--- src/design/rfs_map.vh ---
// Register offsets, field layouts, reset values and frame figures of the slave.
//
// Contract
// - Identity register bits 7:6 are reserved, read-only, always read zero.
// - Identity register bits 5:4 show the fixed upper maker code bits.
// - Address-programming write to identity register is accepted; maker bits stay.
// - Slave address bits 3:0 reset to 0x8; change only by programming sequence; a startup code to the power register also restores 0x8.
// - Revision register read-only: major 7:6, minor 5:4, mask variant 3:0.
// - Power state 10 is low power, antenna isolated; 00 is normal active.
`ifndef RFS_MAP_VH
`define RFS_MAP_VH

// ----------------------------------------------------------------------------
// Register offsets
// ----------------------------------------------------------------------------
`define RFS_OFS_POWER_CTRL    8'h1C
`define RFS_OFS_PRODUCT       8'h1D
`define RFS_OFS_MAKER_ADDR    8'h1F
`define RFS_OFS_REVISION      8'h21

// ----------------------------------------------------------------------------
// Field positions and reset values
// ----------------------------------------------------------------------------
`define RFS_PSEL_HI           7
`define RFS_PSEL_LO           6
`define RFS_MAKER_HI          5
`define RFS_MAKER_LO          4
`define RFS_ADDR_HI           3
`define RFS_ADDR_LO           0
`define RFS_RST_PSEL          2'h2
`define RFS_RST_ADDR          4'h8
`define RFS_PSEL_ACTIVE       2'h0
`define RFS_PSEL_LOW_POWER    2'h2

// ----------------------------------------------------------------------------
// Frame figures
// ----------------------------------------------------------------------------
`define RFS_HDR_LAST          4'hC
`define RFS_FRAME_LAST        4'h8
`define RFS_CMD_WR            3'h2
`define RFS_CMD_RD            3'h3
`define RFS_CMD_EXT_WR        4'h0
`define RFS_CMD_EXT_RD        4'h2

`endif

--- src/design/rfs_slave.v ---
// Serial front-end slave: identity, address-programming and revision registers.
`timescale 1ns/1ps
`default_nettype none
`include "rfs_map.vh"

module rfs_slave #(
    parameter [1:0] MAKER_CODE_HIGH = 2'h2,  // Arbitrary value.
    parameter [7:0] PRODUCT_CODE    = 8'h5A, // Arbitrary value.
    parameter [1:0] REV_MAJOR       = 2'h0,  // Arbitrary value.
    parameter [1:0] REV_MINOR       = 2'h0,  // Arbitrary value.
    parameter [3:0] REV_VARIANT     = 4'h3   // Arbitrary value.
) (
    input  wire       i_mclk,
    input  wire       i_resetn,
    input  wire       i_sclk,
    input  wire       i_sdata,
    output wire       o_sdata,
    output wire       o_sdata_oe,
    output wire [1:0] o_power_state_select,
    output wire       o_low_power,
    output wire [3:0] o_unique_slave_address
);

    // ------------------------------------------------------------------------
    // States
    // ------------------------------------------------------------------------
    localparam [2:0] ST_IDLE = 3'h0;
    localparam [2:0] ST_HDR  = 3'h1;
    localparam [2:0] ST_EADR = 3'h2;
    localparam [2:0] ST_DATA = 3'h3;
    localparam [2:0] ST_PARK = 3'h4;
    localparam [2:0] ST_RD   = 3'h5;
    localparam [2:0] ST_END  = 3'h6;

    wire sclk_fall;
    wire sclk_rise;
    wire ssc;
    wire sda;

    reg  [2:0]  state_reg;
    reg  [3:0]  cnt_reg;
    reg  [11:0] rx_reg;
    reg  [7:0]  addr_reg;
    reg         is_wr_reg;
    reg  [8:0]  tx_reg;
    reg         oe_reg;
    reg  [1:0]  psel_reg;
    reg  [3:0]  unique_slave_address_reg;
    reg         arm_reg;

    wire [12:0] hdr_full   = {rx_reg, sda};
    wire [8:0]  frame_full = {rx_reg[7:0], sda};
    wire [3:0]  hdr_sa     = hdr_full[12:9];
    wire [7:0]  hdr_cmd    = hdr_full[8:1];
    wire        sa_match   = (hdr_sa == unique_slave_address_reg);
    wire        sa_bcast   = (hdr_sa == 4'h0);

    rfs_pin_sampler u_sampler (
        .i_mclk      (i_mclk),
        .i_resetn    (i_resetn),
        .i_sclk      (i_sclk),
        .i_sdata     (i_sdata),
        .o_sclk_fall (sclk_fall),
        .o_sclk_rise (sclk_rise),
        .o_ssc       (ssc),
        .o_sdata     (sda)
    );

    // ------------------------------------------------------------------------
    // Helpers
    // ------------------------------------------------------------------------
    // Odd parity over data and its parity bit.
    function parity_ok9;
        input [8:0] f;
        begin
            parity_ok9 = ^f;
        end
    endfunction

    function [7:0] read_mux;
        input [7:0] a;
        begin
            case (a)
                `RFS_OFS_POWER_CTRL: read_mux = {psel_reg, 6'h00};
                `RFS_OFS_MAKER_ADDR:
                    read_mux = {2'h0, MAKER_CODE_HIGH, unique_slave_address_reg};
                `RFS_OFS_REVISION:
                    read_mux = {REV_MAJOR, REV_MINOR, REV_VARIANT};
                default: read_mux = 8'h00;
            endcase
        end
    endfunction

    // ------------------------------------------------------------------------
    // Frame engine
    // ------------------------------------------------------------------------
    always @(posedge i_mclk or negedge i_resetn) begin
        if (!i_resetn) begin
            state_reg <= ST_IDLE;
            cnt_reg   <= 4'h0;
            rx_reg    <= 12'h000;
            addr_reg  <= 8'h00;
            is_wr_reg <= 1'b0;
            tx_reg    <= 9'h000;
            oe_reg    <= 1'b0;
            psel_reg  <= `RFS_RST_PSEL;
            unique_slave_address_reg  <= `RFS_RST_ADDR;
            arm_reg   <= 1'b0;
        end else if (ssc) begin
            state_reg <= ST_HDR;
            cnt_reg   <= 4'h0;
            rx_reg    <= 12'h000;
            oe_reg    <= 1'b0;
        end else begin
            case (state_reg)
                ST_IDLE: begin
                    oe_reg <= 1'b0;
                end
                ST_HDR: begin
                    if (sclk_fall) begin
                        rx_reg  <= hdr_full[11:0];
                        cnt_reg <= cnt_reg + 4'h1;
                        if (cnt_reg == `RFS_HDR_LAST) begin
                            cnt_reg   <= 4'h0;
                            rx_reg    <= 12'h000;
                            state_reg <= ST_IDLE;
                            if (^hdr_full[8:0]) begin
                                if (hdr_cmd[7:5] == `RFS_CMD_WR &&
                                    (sa_match || sa_bcast)) begin
                                    addr_reg  <= {3'h0, hdr_cmd[4:0]};
                                    is_wr_reg <= 1'b1;
                                    state_reg <= ST_DATA;
                                end else if (hdr_cmd[7:5] == `RFS_CMD_RD &&
                                             sa_match) begin
                                    addr_reg  <= {3'h0, hdr_cmd[4:0]};
                                    is_wr_reg <= 1'b0;
                                    state_reg <= ST_PARK;
                                end else if (hdr_cmd[3:0] == 4'h0 &&
                                             hdr_cmd[7:4] == `RFS_CMD_EXT_WR &&
                                             (sa_match || sa_bcast)) begin
                                    is_wr_reg <= 1'b1;
                                    state_reg <= ST_EADR;
                                end else if (hdr_cmd[3:0] == 4'h0 &&
                                             hdr_cmd[7:4] == `RFS_CMD_EXT_RD &&
                                             sa_match) begin
                                    is_wr_reg <= 1'b0;
                                    state_reg <= ST_EADR;
                                end
                            end
                        end
                    end
                end
                ST_EADR: begin
                    if (sclk_fall) begin
                        rx_reg  <= {3'h0, frame_full};
                        cnt_reg <= cnt_reg + 4'h1;
                        if (cnt_reg == `RFS_FRAME_LAST) begin
                            cnt_reg  <= 4'h0;
                            rx_reg   <= 12'h000;
                            addr_reg <= frame_full[8:1];
                            if (!parity_ok9(frame_full))
                                state_reg <= ST_IDLE;
                            else if (is_wr_reg)
                                state_reg <= ST_DATA;
                            else
                                state_reg <= ST_PARK;
                        end
                    end
                end
                ST_DATA: begin
                    if (sclk_fall) begin
                        rx_reg  <= {3'h0, frame_full};
                        cnt_reg <= cnt_reg + 4'h1;
                        if (cnt_reg == `RFS_FRAME_LAST) begin
                            cnt_reg   <= 4'h0;
                            state_reg <= ST_IDLE;
                            if (parity_ok9(frame_full)) begin
                                arm_reg <= 1'b0;
                                case (addr_reg)
                                    `RFS_OFS_POWER_CTRL: begin
                                        // Startup codes restore defaults.
                                        if (frame_full[7]) begin
                                            psel_reg <= `RFS_RST_PSEL;
                                            unique_slave_address_reg <= `RFS_RST_ADDR;
                                        end else begin
                                            psel_reg <= frame_full[8:7];
                                        end
                                    end
                                    `RFS_OFS_PRODUCT: begin
                                        // First step of address programming.
                                        arm_reg <= (frame_full[8:1] ==
                                                    PRODUCT_CODE);
                                    end
                                    `RFS_OFS_MAKER_ADDR: begin
                                        // Maker bits are never stored.
                                        if (arm_reg && frame_full[6:5] ==
                                            MAKER_CODE_HIGH)
                                            unique_slave_address_reg <= frame_full[4:1];
                                    end
                                    default: begin
                                        arm_reg <= 1'b0;
                                    end
                                endcase
                            end
                        end
                    end
                end
                ST_PARK: begin
                    if (sclk_rise) begin
                        tx_reg    <= {read_mux(addr_reg),
                                      ~^read_mux(addr_reg)};
                        oe_reg    <= 1'b1;
                        cnt_reg   <= 4'h0;
                        state_reg <= ST_RD;
                    end
                end
                ST_RD: begin
                    if (sclk_rise) begin
                        cnt_reg <= cnt_reg + 4'h1;
                        tx_reg  <= {tx_reg[7:0], 1'b0};
                        if (cnt_reg == `RFS_FRAME_LAST) begin
                            cnt_reg   <= 4'h0;
                            state_reg <= ST_END;
                        end
                    end
                end
                ST_END: begin
                    // Bus park: drive low for half a cycle, then release.
                    if (sclk_fall) begin
                        oe_reg    <= 1'b0;
                        state_reg <= ST_IDLE;
                    end
                end
                default: begin
                    state_reg <= ST_IDLE;
                    oe_reg    <= 1'b0;
                end
            endcase
        end
    end

    assign o_sdata                = tx_reg[8];
    assign o_sdata_oe             = oe_reg;
    assign o_power_state_select   = psel_reg;
    assign o_low_power            = (psel_reg == `RFS_PSEL_LOW_POWER);
    assign o_unique_slave_address = unique_slave_address_reg;

endmodule // rfs_slave

`default_nettype wire

--- src/design/rfs_pin_sampler.v ---
// Synchronises the serial clock and data pins and finds edges and start marks.
`timescale 1ns/1ps
`default_nettype none

module rfs_pin_sampler (
    input  wire i_mclk,
    input  wire i_resetn,
    input  wire i_sclk,
    input  wire i_sdata,
    output wire o_sclk_fall,
    output wire o_sclk_rise,
    output wire o_ssc,
    output wire o_sdata
);

    reg sclk_meta_reg;
    reg sclk_sync_reg;
    reg sclk_last_reg;
    reg sda_meta_reg;
    reg sda_sync_reg;
    reg sda_last_reg;

    always @(posedge i_mclk or negedge i_resetn) begin
        if (!i_resetn) begin
            sclk_meta_reg <= 1'b0;
            sclk_sync_reg <= 1'b0;
            sclk_last_reg <= 1'b0;
            sda_meta_reg  <= 1'b0;
            sda_sync_reg  <= 1'b0;
            sda_last_reg  <= 1'b0;
        end else begin
            sclk_meta_reg <= i_sclk;
            sclk_sync_reg <= sclk_meta_reg;
            sclk_last_reg <= sclk_sync_reg;
            sda_meta_reg  <= i_sdata;
            sda_sync_reg  <= sda_meta_reg;
            sda_last_reg  <= sda_sync_reg;
        end
    end

    assign o_sclk_fall = sclk_last_reg & ~sclk_sync_reg;
    assign o_sclk_rise = ~sclk_last_reg & sclk_sync_reg;
    // A data fall while the clock rests low marks the start of a sequence.
    assign o_ssc       = sda_last_reg & ~sda_sync_reg & ~sclk_sync_reg;
    assign o_sdata     = sda_sync_reg;

endmodule // rfs_pin_sampler

`default_nettype wire

--- config.mk ---
export PLATFORM = sky130hd
export DESIGN_NAME = rfs_slave
export DESIGN_NICKNAME = d
export VERILOG_FILES = /design/src/design/rfs_slave.v /design/src/design/rfs_pin_sampler.v
export VERILOG_INCLUDE_DIRS = /design/src /design/src/design
export SDC_FILE = /design/constraint.sdc
export NUM_CORES = 1
export LEC_CHECK = 0
export ABC_AREA = 1
export ABC_CLOCK_PERIOD_IN_PS = 3750
export BUFFER_PORTS_ARGS = -buffer_cell sky130_fd_sc_hd__clkbuf_2
export CORE_MARGIN = 8
export CORE_UTILIZATION = 66
export DETAILED_ROUTE_END_ITERATION = 7
export PLACE_DENSITY = 0.85
export SYNTH_ARGS = -nofsm -noshare
export SYNTH_HDL_FRONTEND = slang
export SYNTH_SLANG_ARGS = --single-unit
--- constraint.sdc ---
create_clock -name i_mclk -period 3.75 [get_ports i_mclk]
set_input_delay 0.1875 -clock i_mclk [delete_from_list [all_inputs] [get_ports i_mclk]]
set_output_delay 0.1875 -clock i_mclk [all_outputs]
set_load 0.01 [all_outputs]
**After elaboration in Yosys (flattened, before gate mapping)**

Cells that the tools add are included.

- Flip-flop bits (word level): 51
- Input bits: 4

- Add/subtract/negate cells: 1
- Equal/unequal tests: 42
- Multiplexer cells: 62
- Bitwise logic cells: 8
- Reduce and logical (&&, ||, !) cells: 32

Operator list:

| kind | count |
|---|---|
| 8-bit 2-to-1 mux | 10 |
| 12-bit 2-to-1 mux | 5 |
| 3-bit 2-to-1 mux | 16 |
| 4-bit 2-to-1 mux | 9 |
| 12-bit one-hot mux with 3 select lines | 1 |
| 3-bit inequality test, second input constant | 11 |
| 9-bit 2-to-1 mux | 3 |
| 8-bit by 5-bit == test with 1-bit output, second input constant | 3 |
| 8-bit one-hot mux with 3 select lines | 1 |
| 3-bit one-hot mux with 7 select lines | 1 |
| 2-bit inequality test, second input constant | 10 |
| 9-bit one-hot mux with 2 select lines | 1 |
| 4-bit one-hot mux with 4 select lines | 1 |
| 8-bit one-hot mux with 2 select lines | 1 |
| 8-bit AND reduction | 2 |
| 3-bit by 2-bit == test with 1-bit output, second input constant | 4 |
| 4-bit zero test | 3 |
| 6-bit AND reduction | 2 |
| 11-bit AND reduction | 1 |
| 5-bit AND reduction | 2 |
| 3-bit == test, second input constant | 3 |
| 9-bit parity | 1 |
| 4-bit == test, second input constant | 2 |
| 8-bit by 6-bit == test with 1-bit output, second input constant | 1 |
| 25 further kinds | 51 |

**Depth between registers and ports, before layout**

- Word-level depth: 12
- Depth in mapped cells: 14
- Mapped depth without buffers: 14

**Cells and area by module**

Synthesis repeated with hierarchy kept, for this count alone.

- Cell total of the unflattened synthesis: 410
- Area, all modules: 2,997.9 um^2

By module, submodules not included:

| module | times used | cells each | area an instance (um^2) |
|---|---|---|---|
| rfs_slave | 1 | 398 | 2,820.2 |
| rfs_pin_sampler | 1 | 12 | 177.7 |

**Least setup slack after synthesis**

Ideal clock, no wire load.

- Kind: register to register
- Start point: register rx_reg[5]
- End point: register addr_reg[5]
- Setup time: 118 ps
- Arrival: 1,713 ps
- Setup slack: 1,919 ps
- Cell stages (with the launch flop): 14
- Path buffers: 1
- Path through: dfrtp_1 > inv_1 > ha_1 > xnor2_1 > nand2_1 > nand2_1 > nand2_1 > nand2_2 > nand2_1 > nand2_1 > nand2_2 > buf_6 > nand2_2 > o21ai_2

- Cells in the longest elaborated chain, start to end: 7
- Elaborated cells between the ends (all ways): 15

RTL lines:

| item | line | text |
|---|---|---|
| start, declared | rfs_slave.v:42 | `reg [11:0] rx_reg;` |
| start signal, assigned | rfs_slave.v:121 | `rx_reg <= hdr_full[11:0];` |
| start signal, assigned | rfs_slave.v:155 | `rx_reg <= {3'h0, frame_full};` |
| start signal, assigned | rfs_slave.v:172 | `rx_reg <= {3'h0, frame_full};` |
| 3-bit by 2-bit == test with 1-bit output (no source line) | n/a |  |
| 1-bit logical AND | rfs_slave.v:128 | `` if (hdr_cmd[7:5] == `RFS_CMD_WR && `` |
| 8-bit 2-to-1 mux | rfs_slave.v:128 |  |
| 8-bit 2-to-1 mux | rfs_slave.v:127 | `if (^hdr_full[8:0]) begin` |
| 8-bit 2-to-1 mux | rfs_slave.v:123 | `` if (cnt_reg == `RFS_HDR_LAST) begin `` |
| 8-bit 2-to-1 mux | rfs_slave.v:120 | `if (sclk_fall) begin` |
| 8-bit one-hot mux with 2 select lines | rfs_slave.v:115 | `case (state_reg)` |
| end signal, assigned | rfs_slave.v:130 | `addr_reg <= {3'h0, hdr_cmd[4:0]};` |
| end signal, assigned | rfs_slave.v:135 | `addr_reg <= {3'h0, hdr_cmd[4:0]};` |
| end signal, assigned | rfs_slave.v:160 | `addr_reg <= frame_full[8:1];` |
| end, declared | rfs_slave.v:43 | `reg [7:0] addr_reg;` |

Parallel ways exist; a longest one is shown, timed or not. The select of a mux whose other input is x is not followed.
A chain may end at the register's enable or synchronous reset.

**Worst setup path after layout**

- Start point: register rx_reg[5]
- End point: register addr_reg[7]

The elaborated chain is that of the path after synthesis.

==> reports/qor.csv <==
metric;value;unit
row_count;24;
ys_ff_latch;50;
dr_total_vias;2592;
yosysSeqAreaShare;0.419;
synthArstFlopShare;1.00;
fin_crit_sh;0.570;
postRouteAntennaNets;0;
wl_per_cell;13.8;µm
p_sw_frac;0.454;
fin_cells;463;
met1Wirelength;2800;µm
gp_congestion;0.980;
die_x;83.3;µm
die_area;6950;µm²
cap_viol_max_count;0;
synth_warnings;0;
cp_slowest_cell;dfrtp_1;
grt_pass1_wl;11200;µm
fmax;468;MHz
largest_reg_flops;12;
cts_made_buffers;5;
period_needed;2140;ps
status;completed;
clkTransAtPathRegs;100;ps
synth_top_area_share;0.401;
clock_sinks;50;
grt_setup_unrepaired;no;
crit_start;rx_reg[5];
p_sw;874;µW
top_layer;met4;
synth_top_area_cell;dfrtp_1;
dpl.hpwl;4700;µm
synth_area_per_cell;7.58;µm²
final_core_util;0.732;
worstSkewPairLatency;310;ps
syn_inst;395;
grt_pass1_vias;2509;
p_int;1050;µW
grt_max_degree;51;
synthToLayoutAreaGrowth;6.48;%
r2r-start;rx_reg[5];
ios;13;
grt_antenna_before_repair;0;
cp.required;3950;ps
hold_start;u_sampler.sda_meta_reg;
final_net_count;419;
drt-initial-drc-count;179;
setup_violations;0;
drive_gt1_frac;0.192;
antenna_cells;0;
cp_max_fo;16;
die_h;83.3;µm
yosys_most_used_dff;dfrtp_1;
setup_tns;0;ps
syn_area;2990;µm²
wirelength;6370;µm
synth_edf_count;0;
start_kind;flop;
hold_depth;0;
placedCellCount;453;
synth.area.top_cells;dfrtp_1, nand2_1, inv_1;
synth_nets;403;
drc;0;
slew_viol_final;0;
synthDistinctLibCells;37;
first_pass_iters;4;
wl_met2;3110;µm
postCtsSetupRepairBufs;0;
cts_root_buffer;clkbuf_8;
endpoint_kind;flop;
tightest_slew;624;ps
htree_levels;2;
hold_violations;0;
pwr-share-clk;0.162;
gr-total-overflow;0;
synth_commonest_cells;nand2_1, dfrtp_1, inv_1, o21ai_0, nor2_1;
multi_input_area;1440;µm²
io_buffers;11;
pwr-share-comb;0.439;
path_class;reg -> reg;
crit_arrival;2340;ps
slew_headroom;0.584;
track_usage;0.190;
dr_wl_met3;359;µm
initial_core_util;0.687;
viasPerCell;5.60;
crit_path_frequent_cell;nand2_1;
path_cells;inv_1, ha_1, xnor2_1, nand2_1, nand2_1, nand2_1, nand2_2, nand2_1, nand2_1, nand2_2, nand2_1, o21ai_2;
p_total;1920;µW
fillers;338;
yosysMostFrequentCell;nand2_1;
regArea;1250;µm²
ir_drop;0.373;mV
clock_path_buffers;2;
core-area;4350;µm²
power_density;604;nW/µm²
critPathMaxStageDelay;420;ps
cts_tree;done;
hold_path_class;reg -> reg;
p_leak;0.00161;µW
power_frac_seq;0.398;
worst_r2r_path_depth;12;
final.setup_skew;14.9;ps
critical path: cells and delay by family (launching register included):
kind	cells	cell delay [ps]
DFF	1	420
buffers and inverters	1	130
xor gates and xnor gates	1	180
adders and majority gates	1	350
AOI/OAI and AO/OA	1	60
and+or+nand+nor	8	880
cell usage in the layout (no fill, tap or decap), drive strengths merged, types with 4 or more instances in the layout:
cell    synthesis  layout
o32ai           8       8
nand3          24      24
inv            66      66
o21ai          41      41
nor3            9       9
a21oi          12      12
nor2           36      36
clkbuf          0      16
nand4          10      10
dfrtp          48      48
ha              4       4
nand2         118     118
power groups by stage:
| stage | combinational [µW] | sequential, µW | clock, µW |
|---|---|---|---|
| after floorplan | 699 | 735 | 0 |
| after global placement | 802 | 773 | 0 |
| after detailed placement | 829 | 775 | 0 |
| after CTS | 842 | 764 | 315 |
| after global routing | 964 | 782 | 331 |
| final | 845 | 766 | 313 |
what timing repair did:
item,4_1_cts,5_1_grt
setup endpoints to repair,0,0
endpoints found under the hold margin,6,0
gates resized for setup,0,0
hold buffers,3,0
layout make-up:
| cell class | count | area share |
|---|---|---|
| clock buffer | 5 | 0.0216 |
| clock inverter | 2 | 0.00471 |
| timing repair buffer | 15 | 0.0291 |
| sequential | 50 | 0.393 |
| tap | 52 | 0.0204 |
| inverter | 66 | 0.0801 |
| multi-input combinational | 273 | 0.451 |
metrics by stage:
| stage | setup slack, ps | cell area [µm²] | hold WS [ps] |
|---|---|---|---|
| final | 1610 | 3190 | 355 |
| after global routing | 1410 | 3190 | 373 |
| after CTS | 1610 | 3190 | 361 |
| after detailed placement | 1650 | 3070 | 297 |
| after global placement | 1770 | 3070 | 296 |
| after floorplan | 1920 | 2990 | -108 |
final timing paths:
path                                     end  slack [ps]
setup / recovery                 addr_reg[7]        1610
hold / removal             u_sampler.o_sdata         360
setup reg to reg                 addr_reg[7]        1610
hold reg to reg            u_sampler.o_sdata         360
max in group asynchronous         o_sdata_oe        2820
min in group asynchronous          rx_reg[2]         500
cells by family after synthesis:
logic type,share of synthesized area
other,0.00125
AOI/OAI and AO/OA,0.134
xor gates and xnor gates,0.00585
buffers and inverters,0.101
adders and majority gates,0.0167
and+or+nand+nor,0.322
DFF,0.419
per-layer routing:
metal / GRT usage / up-vias
met2: 0.327 / 65
met5: 0 / -
met4: 0.0495 / 0
met3: 0.0479 / 12
met1: 0.229 / 1210
li1: - / 1305
(Power assumes the default switching activity.)
